$ cat config.mk
export PLATFORM = sky130hd
export DESIGN_NAME = dte_exec
export DESIGN_NICKNAME = d
export VERILOG_FILES = /design/src/dte_exec.v
export VERILOG_INCLUDE_DIRS = /design/src
export SDC_FILE = /design/constraint.sdc
export NUM_CORES = 2
export LEC_CHECK = 0
export BUFFER_PORTS_ARGS = -buffer_cell sky130_fd_sc_hd__buf_2
export CAP_MARGIN = 5
export CORE_UTILIZATION = 45
export DETAILED_ROUTE_END_ITERATION = 7
export PLACE_DENSITY = 0.61
export RECOVER_POWER = 100
export SYNTH_ARGS = -nofsm -noshare
export SYNTH_HDL_FRONTEND = slang
export SYNTH_SLANG_ARGS = --single-unit
$ cat constraint.sdc
create_clock -name clk_i -period 33.3 [get_ports clk_i]
set_input_delay 3.33 -clock clk_i [delete_from_list [all_inputs] [get_ports clk_i]]
set_output_delay 3.33 -clock clk_i [all_outputs]
set_load 0.1 [all_outputs]
$ cat src/dte_exec_map.vh
`ifndef DTE_EXEC_MAP_VH
`define DTE_EXEC_MAP_VH

// ----------------------------------------
// Instruction word fields
// ----------------------------------------
`define DTE_OP_MSB 31
`define DTE_OP_LSB 26
`define DTE_PTR_MSB 25
`define DTE_PTR_LSB 24
`define DTE_REG_MSB 20
`define DTE_REG_LSB 16
`define DTE_AUX_MSB 15
`define DTE_AUX_LSB 0

// ----------------------------------------
// Operation codes
// ----------------------------------------
`define DTE_OP_IDLE 6'h00
`define DTE_OP_COPY 6'h01
`define DTE_OP_PAIR_COPY 6'h02
`define DTE_OP_IMM 6'h03
`define DTE_OP_PORT_IN 6'h04
`define DTE_OP_PORT_OUT 6'h05
`define DTE_OP_LOAD_IND 6'h08
`define DTE_OP_LOAD_INC 6'h09
`define DTE_OP_LOAD_DEC 6'h0A
`define DTE_OP_LOAD_OFS 6'h0B
`define DTE_OP_LOAD_DIR 6'h0C
`define DTE_OP_STORE_IND 6'h10
`define DTE_OP_STORE_INC 6'h11
`define DTE_OP_STORE_DEC 6'h12
`define DTE_OP_STORE_OFS 6'h13
`define DTE_OP_STORE_DIR 6'h14
`define DTE_OP_PROG_RD 6'h18
`define DTE_OP_PROG_RD_INC 6'h19
`define DTE_OP_PUSH 6'h1C
`define DTE_OP_POP 6'h1D
`define DTE_OP_SLEEP 6'h20
`define DTE_OP_WDOG 6'h21
`define DTE_OP_BREAK 6'h22

// ----------------------------------------
// Pointer pairs
// ----------------------------------------
`define DTE_PTR_X 2'h0
`define DTE_PTR_Y 2'h1
`define DTE_PTR_Z 2'h2
`define DTE_X_LO 5'h1A
`define DTE_Y_LO 5'h1C
`define DTE_Z_LO 5'h1E

// ----------------------------------------
// Reset values
// ----------------------------------------
`define DTE_SP_RESET 16'h00FF

`endif

$ cat src/dte_exec.v
`timescale 1ns/1ns
`include "dte_exec_map.vh"

module dte_exec #(
    parameter [15:0] SP_RESET = `DTE_SP_RESET
) (
    input wire clk_i,
    input wire rst_i,
    input wire instr_valid_i,
    input wire [31:0] instr_i,
    input wire debug_en_i,
    input wire [7:0] dmem_rdata_i,
    input wire [7:0] pmem_rdata_i,
    input wire [7:0] io_rdata_i,
    input wire [4:0] reg_sel_i,
    output wire ready_o,
    output wire done_o,
    output wire [15:0] dmem_addr_o,
    output wire [7:0] dmem_wdata_o,
    output wire dmem_re_o,
    output wire dmem_we_o,
    output wire [15:0] pmem_addr_o,
    output wire pmem_re_o,
    output wire [5:0] io_addr_o,
    output wire [7:0] io_wdata_o,
    output wire io_we_o,
    output wire sleep_o,
    output wire wdog_restart_o,
    output wire break_o,
    output wire [7:0] reg_data_o,
    output wire [15:0] sp_o
);

// ----------------------------------------
// States
// ----------------------------------------
localparam [3:0] S_IDLE = 4'b0001;
localparam [3:0] S_DATA = 4'b0010;
localparam [3:0] S_PROG1 = 4'b0100;
localparam [3:0] S_PROG2 = 4'b1000;

// ----------------------------------------
// Storage
// ----------------------------------------
reg [7:0] rf [0:31];
reg [3:0] state_q;
reg [4:0] dst_q;
reg [15:0] sp_q, dmem_addr_q, pmem_addr_q;
reg [7:0] dmem_wdata_q, io_wdata_q, reg_data_q;
reg [5:0] io_addr_q;
reg ready_q, done_q, dmem_re_q, dmem_we_q, pmem_re_q, io_we_q, sleep_q, wdog_q, brk_q;
integer i;

// ----------------------------------------
// Pointer decode
// ----------------------------------------
function [4:0] ptr_lo;
    input [1:0] sel;
    begin
        case (sel)
            `DTE_PTR_Y: ptr_lo = `DTE_Y_LO;
            `DTE_PTR_Z: ptr_lo = `DTE_Z_LO;
            default: ptr_lo = `DTE_X_LO;
        endcase
    end
endfunction

wire [5:0] op = instr_i[`DTE_OP_MSB:`DTE_OP_LSB];
wire [1:0] sel = instr_i[`DTE_PTR_MSB:`DTE_PTR_LSB];
wire [4:0] rd = instr_i[`DTE_REG_MSB:`DTE_REG_LSB];
wire [15:0] aux = instr_i[`DTE_AUX_MSB:`DTE_AUX_LSB];
wire [4:0] rr = aux[4:0];
wire accept = instr_valid_i & ready_q;

// Offset forms reach only the second and third pairs
wire [1:0] ofs_sel = (sel == `DTE_PTR_Z) ? `DTE_PTR_Z : `DTE_PTR_Y;
wire [4:0] plo = ptr_lo(sel);
wire [4:0] olo = ptr_lo(ofs_sel);
wire [15:0] pval = {rf[plo | 5'h01], rf[plo]};
wire [15:0] oval = {rf[olo | 5'h01], rf[olo]};
wire [15:0] zval = {rf[`DTE_Z_LO | 5'h01], rf[`DTE_Z_LO]};

reg [15:0] eff_addr, ptr_new;
reg ptr_wr, mem_rd, mem_wr;

// ----------------------------------------
// Address generation
// ----------------------------------------
always @*
begin
    eff_addr = pval;
    ptr_new = pval;
    ptr_wr = 1'b0;
    mem_rd = 1'b0;
    mem_wr = 1'b0;
    case (op)
        `DTE_OP_LOAD_IND:
            mem_rd = 1'b1;
        `DTE_OP_LOAD_INC:
        begin
            mem_rd = 1'b1;
            ptr_wr = 1'b1;
            ptr_new = pval + 16'h0001;
        end
        `DTE_OP_LOAD_DEC:
        begin
            mem_rd = 1'b1;
            ptr_wr = 1'b1;
            ptr_new = pval - 16'h0001;
            eff_addr = pval - 16'h0001;
        end
        `DTE_OP_LOAD_OFS:
        begin
            mem_rd = 1'b1;
            eff_addr = oval + {10'h000, aux[5:0]};
        end
        `DTE_OP_LOAD_DIR:
        begin
            mem_rd = 1'b1;
            eff_addr = aux;
        end
        `DTE_OP_STORE_IND:
            mem_wr = 1'b1;
        `DTE_OP_STORE_INC:
        begin
            mem_wr = 1'b1;
            ptr_wr = 1'b1;
            ptr_new = pval + 16'h0001;
        end
        `DTE_OP_STORE_DEC:
        begin
            mem_wr = 1'b1;
            ptr_wr = 1'b1;
            ptr_new = pval - 16'h0001;
            eff_addr = pval - 16'h0001;
        end
        `DTE_OP_STORE_OFS:
        begin
            mem_wr = 1'b1;
            eff_addr = oval + {10'h000, aux[5:0]};
        end
        `DTE_OP_STORE_DIR:
        begin
            mem_wr = 1'b1;
            eff_addr = aux;
        end
        `DTE_OP_PUSH:
        begin
            mem_wr = 1'b1;
            eff_addr = sp_q;
        end
        `DTE_OP_POP:
        begin
            mem_rd = 1'b1;
            eff_addr = sp_q + 16'h0001;
        end
        default:
            mem_rd = 1'b0;
    endcase
end

// ----------------------------------------
// Sequencer and register file
// ----------------------------------------
// No status register is written anywhere: all ops here keep the flags
always @(posedge clk_i or posedge rst_i)
begin
    if (rst_i)
    begin
        for (i = 0; i < 32; i = i + 1)
            rf[i] <= 8'h00;
        state_q <= S_IDLE;
        ready_q <= 1'b1;
        done_q <= 1'b0;
        dst_q <= 5'h00;
        sp_q <= SP_RESET;
        dmem_addr_q <= 16'h0000;
        dmem_wdata_q <= 8'h00;
        dmem_re_q <= 1'b0;
        dmem_we_q <= 1'b0;
        pmem_addr_q <= 16'h0000;
        pmem_re_q <= 1'b0;
        io_addr_q <= 6'h00;
        io_wdata_q <= 8'h00;
        io_we_q <= 1'b0;
        sleep_q <= 1'b0;
        wdog_q <= 1'b0;
        brk_q <= 1'b0;
        reg_data_q <= 8'h00;
    end
    else
    begin
        done_q <= 1'b0;
        dmem_re_q <= 1'b0;
        dmem_we_q <= 1'b0;
        pmem_re_q <= 1'b0;
        io_we_q <= 1'b0;
        sleep_q <= 1'b0;
        wdog_q <= 1'b0;
        brk_q <= 1'b0;
        reg_data_q <= rf[reg_sel_i];
        case (state_q)
            S_IDLE:
            begin
                if (accept)
                begin
                    dst_q <= rd;
                    if (mem_rd | mem_wr)
                    begin
                        // Address is latched now, so the pointer can move at once
                        dmem_addr_q <= eff_addr;
                        dmem_wdata_q <= rf[rd];
                        dmem_re_q <= mem_rd;
                        dmem_we_q <= mem_wr;
                        ready_q <= 1'b0;
                        state_q <= S_DATA;
                        if (ptr_wr)
                        begin
                            rf[plo] <= ptr_new[7:0];
                            rf[plo | 5'h01] <= ptr_new[15:8];
                        end
                        if (op == `DTE_OP_PUSH)
                            sp_q <= sp_q - 16'h0001;
                        if (op == `DTE_OP_POP)
                            sp_q <= sp_q + 16'h0001;
                    end
                    else
                    begin
                        done_q <= 1'b1;
                        case (op)
                            `DTE_OP_COPY:
                                rf[rd] <= rf[rr];
                            `DTE_OP_PAIR_COPY:
                            begin
                                rf[{rd[4:1], 1'b0}] <= rf[{rr[4:1], 1'b0}];
                                rf[{rd[4:1], 1'b1}] <= rf[{rr[4:1], 1'b1}];
                            end
                            `DTE_OP_IMM:
                                rf[rd] <= aux[7:0];
                            `DTE_OP_PORT_IN:
                                rf[rd] <= io_rdata_i;
                            `DTE_OP_PORT_OUT:
                            begin
                                io_addr_q <= aux[5:0];
                                io_wdata_q <= rf[rd];
                                io_we_q <= 1'b1;
                            end
                            `DTE_OP_PROG_RD, `DTE_OP_PROG_RD_INC:
                            begin
                                pmem_addr_q <= zval;
                                pmem_re_q <= 1'b1;
                                ready_q <= 1'b0;
                                done_q <= 1'b0;
                                state_q <= S_PROG1;
                                if (op == `DTE_OP_PROG_RD_INC)
                                begin
                                    rf[`DTE_Z_LO] <= zval[7:0] + 8'h01;
                                    rf[`DTE_Z_LO | 5'h01] <= zval[15:8] + {7'h00, &zval[7:0]};
                                end
                            end
                            `DTE_OP_SLEEP:
                                sleep_q <= 1'b1;
                            `DTE_OP_WDOG:
                                wdog_q <= 1'b1;
                            `DTE_OP_BREAK:
                                brk_q <= debug_en_i;
                            default:
                                sleep_q <= 1'b0;
                        endcase
                    end
                end
            end
            S_DATA:
            begin
                // A load into a pointer register overrides the pointer update
                if (dmem_re_q)
                    rf[dst_q] <= dmem_rdata_i;
                done_q <= 1'b1;
                ready_q <= 1'b1;
                state_q <= S_IDLE;
            end
            S_PROG1:
            begin
                // Flash answers one cycle after its read strobe
                state_q <= S_PROG2;
            end
            S_PROG2:
            begin
                rf[dst_q] <= pmem_rdata_i;
                done_q <= 1'b1;
                ready_q <= 1'b1;
                state_q <= S_IDLE;
            end
            default:
            begin
                ready_q <= 1'b1;
                state_q <= S_IDLE;
            end
        endcase
    end
end

// ----------------------------------------
// Outputs
// ----------------------------------------
assign ready_o = ready_q;
assign done_o = done_q;
assign dmem_addr_o = dmem_addr_q;
assign dmem_wdata_o = dmem_wdata_q;
assign dmem_re_o = dmem_re_q;
assign dmem_we_o = dmem_we_q;
assign pmem_addr_o = pmem_addr_q;
assign pmem_re_o = pmem_re_q;
assign io_addr_o = io_addr_q;
assign io_wdata_o = io_wdata_q;
assign io_we_o = io_we_q;
assign sleep_o = sleep_q;
assign wdog_restart_o = wdog_q;
assign break_o = brk_q;
assign reg_data_o = reg_data_q;
assign sp_o = sp_q;

endmodule // dte_exec

# Word level (Yosys, flattened, before mapping)
# Index checks and enable logic that the tools add are counted.
# word_totals
reg_bits	352
in_bits	65
output_inout_bits	87
word_cells	259
# classes
add_sub_neg	7
n_lt_le_gt_ge	18
eq_ne	37
n_mux	104
bitwise	16
n_reduce_logical	27
# ops
op	count
$bwmux W256	9
$mux W256	4
$pmux W240 S4	1
$pmux W256 S3	1
$bmux W8 S5	9
$demux W8 S5	6
$mux W8	24
$pmux W16 S5	2
$ge A6 B6 Y1 const B	12
$not A5 Y6	12
$eq A6 B5 Y1 const B	9
$mux W16	3
$lt A6 B1 Y1 const B	6
$mux W1	35
$add A16 B1 Y16 const B	2
$pmux W16 S2	1
$sub A16 B1 Y16 const B	2
$eq A6 B4 Y1 const B	5
$eq A6 B6 Y1 const B	3
$add A16 B6 Y16	1
$eq A6 B2 Y1 const B	2
$eq A6 B3 Y1 const B	2
$mux W4	3
$pmux W3 S2	2
other kinds (33)	53

# Depth between registers and ports, before layout
# logic_depth
depth_word	14
depth_mapped	17
depth_no_buf	14

# Worst setup path after synthesis
# OpenSTA, ideal clock, no wires.
# synth_path
path_kind	input to register
from	input port instr_i[24]
to	register dmem_addr_q[15], in the netlist dmem_addr_o[15]
t_arrival_ns	6.768
required_time_ns	33.168
path_slack_ns	26.400
cell_stages	15
n_path_buf	3
cell_sequence	inv_1 ha_1 clkbuf_1 clkbuf_1 clkbuf_1 mux2_2 ha_1 a21o_1 a21oi_1 o211a_1 nor4b_1 nand3b_1 xor2_1 a2111oi_0 nor2_1
# synth_between
elab_chain_len	10
word_cells_on_any_way	26
cone_classes	2 x add/sub; 4 x eq/ne; 16 x mux; 4 x bitwise
# synth_rtl
item	line	text
start, declared	dte_exec.v:10	input wire [31:0] instr_i,
$eq A2 B2 Y1	dte_exec.v:60	case (sel)
$mux W2 (no line)	--	
$eq A2 B2 Y1 or $eq A2 B1 Y1 (tied branches)	dte_exec.v:60	
$pmux W3 S2	dte_exec.v:60	
$not A5 Y6 (not written as such)	dte_exec.v:80	wire [15:0] oval = {rf[olo | 5'h01], rf[olo]};
$bmux W8 S5	dte_exec.v:80	
$mux W8 (not written as such) (2 in a row)	dte_exec.v:80	
$add A16 B6 Y16	dte_exec.v:115, dte_exec.v:140	
$pmux W16 S5 *	dte_exec.v:96	case (op)
end signal, assigned	dte_exec.v:211	dmem_addr_q <= eff_addr;
end, declared	dte_exec.v:48	reg [15:0] sp_q, dmem_addr_q, pmem_addr_q;
# Every way passes the cells marked *; elsewhere a longest branch is shown, timed or not. The select of a mux whose other input is x is not followed.
# A chain may end at the register's enable or synchronous reset.

==> summary.md <==
| Metric | Value |
|---|---|
| Status | `complete, but fails checks` |
| Failing checks | `design-rule violations, max-capacitance violations, max-slew violations` |
| Sink Count | `about 350` |
| First-pass GRT wire length | `between 200,000 and 300,000 um` |
| Post-CTS Resized | `0` |
| Largest net degree at the start of global routing | `roughly 110` |
| H-tree depth | `2` |
| RSZ-0062 raised after global routing | `no` |
| Slew margin rel. | `-277.6%` |
| Initial antenna violation count | `21` |
| M3 GR Usage | `approximately 25%` |
| Met1 usage | `between 60% and 70%` |
| Synthesized Nets | `approximately 3,700` |
| Routed WL | `about 190,000 um` |
| FILL cells | `6,963` |
| CP Class | `in -> reg` |
| Num CTS Buffers | `46` |
| Seq cells post-synth | `about 350` |
| Initial Util | `around 45%` |
| Gr usage total | `around half` |
| Synth top cells by count | `nand2_1, nor2_1, dfrtp_1` |
| Clk_skew | `about 0.032 ns` |
| Hold Buf Count CTS | `0` |
| Port bufs | `between 100 and 150` |
| # Max-Cap Violations | `29` |
| Setup crit end kind | `flip-flop` |
| Setup TNS Final | `0 ns` |
| Nets | `roughly 3,700` |
| Fmax | `about 72 MHz` |
| Post-Synthesis Cells | `3,602` |
| Leading area contributor after synthesis | `dfrtp_1` |
| Pre-CTS WS | `roughly 25 ns` |
| Hold Path Origin | `dmem_addr_o[1]` |
| Final Setup Violations | `0` |
| Placed Area | `~34,000 um2` |
| Layout cells sized above 1 | `16.31%` |
| Ys async rst share | `100.0%` |
| Die ar. | `73,090 um2` |
| Row Count | `98` |
| Number of synthesized flops with an enable pin | `0` |
| Max Slew Vio Count | `861` |
| Antenna Nets Post-Route | `0` |
| Finished Cell Area | `35,180 um2` |
| Postcts setup bufs | `0` |
| Placed Instances | `between 4,000 and 5,000` |
| M2 GR Usage | `roughly two thirds` |
| CP arrival | `14.46 ns` |
| Cell Area, Synth | `32,400 um2` |
| Most common cell in the netlist | `nand2_1` |
| Routed len/inst | `a little over 40 um` |
| Post-synthesis average cell area | `~9.0 um2` |
| Via/cell ratio | `8.026` |
| TritonCTS clock tree | `built` |
| Fin. Hold Viols | `0` |
| Post-layout min period | `13.98 ns` |
| Worst-skew pair later-pin latency | `roughly 0.63 ns` |
| Initial DRC count | `around 7,500` |
| Hold Crit Class | `reg -> reg` |
| Total grt overflow | `0` |
| CTS Root Cell | `clkbuf_16` |
| Fin worst setup slack | `around 19 ns` |
| Sequential share of the synthesized area | `between 20% and 30%` |
| WHS | `roughly 0.47 ns` |
| Die span in x | `~270 um` |
| GRT Max-Usage Layer | `met2` |
| Die Ht | `approximately 270 um` |
| Synth top area cells | `dfrtp_1, mux4_2, nand2_1, o21ai_0, nor2_1` |
| Crit share post-route | `between 40% and 50%` |
| Layout Utilization | `approximately half` |
| Pleak | `12.98 nW` |
| YS warnings | `0` |
| RD Place Congestion | `~1.1` |
| P&R area growth vs syn | `8.552%` |
| Setup crit start | `instr_i[1]` |
| Power per Cell Area | `between 50 and 60 nW/um2` |
| Startpoint types | `input pin` |
| Total power | `just over 2 mW` |
| Worst-margin pin slew | `about 5.6 ns` |
| Peak supply drop | `between 0.07 and 0.08 mV` |
| Final std cells w/o fill | `around 4,600` |
| Boundary pin count | `around 150` |
| Reg2reg setup slack | `roughly 26 ns` |
| Worst Path Required | `between 30 and 40 ns` |
| Number of global-route vias before repair | `roughly 34,000` |
| Dpl hpwl | `131,000 um` |
| Post-synth top area share | `26.41%` |
| Clock Path Buffers | `3` |
| Core area | `~71,000 um2` |
| Crit-path max FO | `46` |
| Vias | `~37,000` |
| Commonest register cell after synthesis | `dfrtp_1` |
| 1st-pass router iterations | `8` |
| Residual DRC | `16` |
| Worst-path clk slew | `~0.06 ns` |
| Yosys cell types | `around 120` |
==> placed cells by master, fill, tap and decap left out, types with 22 or more instances in the layout <==
cell       instances
nand2_1          445
nor2_1           359
dfrtp_1          342
o21ai_0          286
mux4_2           229
a21oi_1          187
nand3_1          127
clkbuf_1         126
a22oi_1          115
buf_4             88
mux2i_1           87
a222oi_1          78
mux2_2            66
nor3_1            58
buf_2             53
a221oi_1          49
o22ai_1           48
clkbuf_16         47
a32oi_1           45
a221o_1           44
o211ai_1          40
a31oi_1           38
o221ai_1          34
xnor2_1           33
a22o_1            31
and3_1            31
o21a_1            25
nor2b_1           23
a21o_1            22
inv_1             22
nand4_1           22
==> logic make-up after synthesis <==
logic type	after synthesis	synth area share, %
AOI/OAI and AO/OA	1231	27.11
xor gates and xnor gates	53	1.433
adders and majority gates	19	0.7491
buffers and inverters	351	4.834
DFF	352	27.22
muxes	406	22.16
and+or+nand+nor	1190	16.49
==> routing by layer <==
layer	vias to the layer above	share of wire [%]
met3	1066	17
met2	3763	38
met1	17813	34
met4	12	9.7
met5	-	0.15
li1	14210	-
==> final timing paths <==
| path | depth (start not counted) | to |
|---|---|---|
| hold / removal | 2 | dmem_addr_o[1] |
| min in group asynchronous | 2 | asynchronous set/reset pin |
| hold reg to reg | 2 | dmem_addr_o[1] |
| max in group asynchronous | 3 | asynchronous set/reset pin |
| setup reg to reg | 10 | flip-flop |
| setup / recovery | 12 | flip-flop |
==> critical path, cell delays in order <==
cell and delay (ns):
clkbuf_1 0.77, clkbuf_1 2.59, clkbuf_1 1.55, mux4_2 0.72, o211a_1 0.17, o21a_1 0.12, o311ai_0 2.61, o21bai_4 -0.10
clkbuf_1 0.92, and2_0 0.92, a222oi_1 0.65, nand2_1 0.10
==> power breakdown <==
part / internal (mW) / switching [mW] / total (mW)
clock: 0.328 / 0.225 / 0.553
combinational: 0.229 / 0.661 / 0.890
sequential: 0.485 / 0.125 / 0.610
total: 1.04 / 1.01 / 2.05
==> layout make-up <==
class | count | area (um2) | share of cell area, %
tap | 950 | 1189 | 3.379
clock inverter | 17 | 239.0 | 0.6794
inverter | 26 | 98.84 | 0.2810
timing repair buffer | 262 | 1388 | 3.945
multi-input combinational | 2899 | 22000 | 62.54
sequential | 352 | 8821 | 25.08
antenna | 20 | 50.05 | 0.1423
clock buffer | 67 | 1391 | 3.955
(Power assumes the default switching activity.)
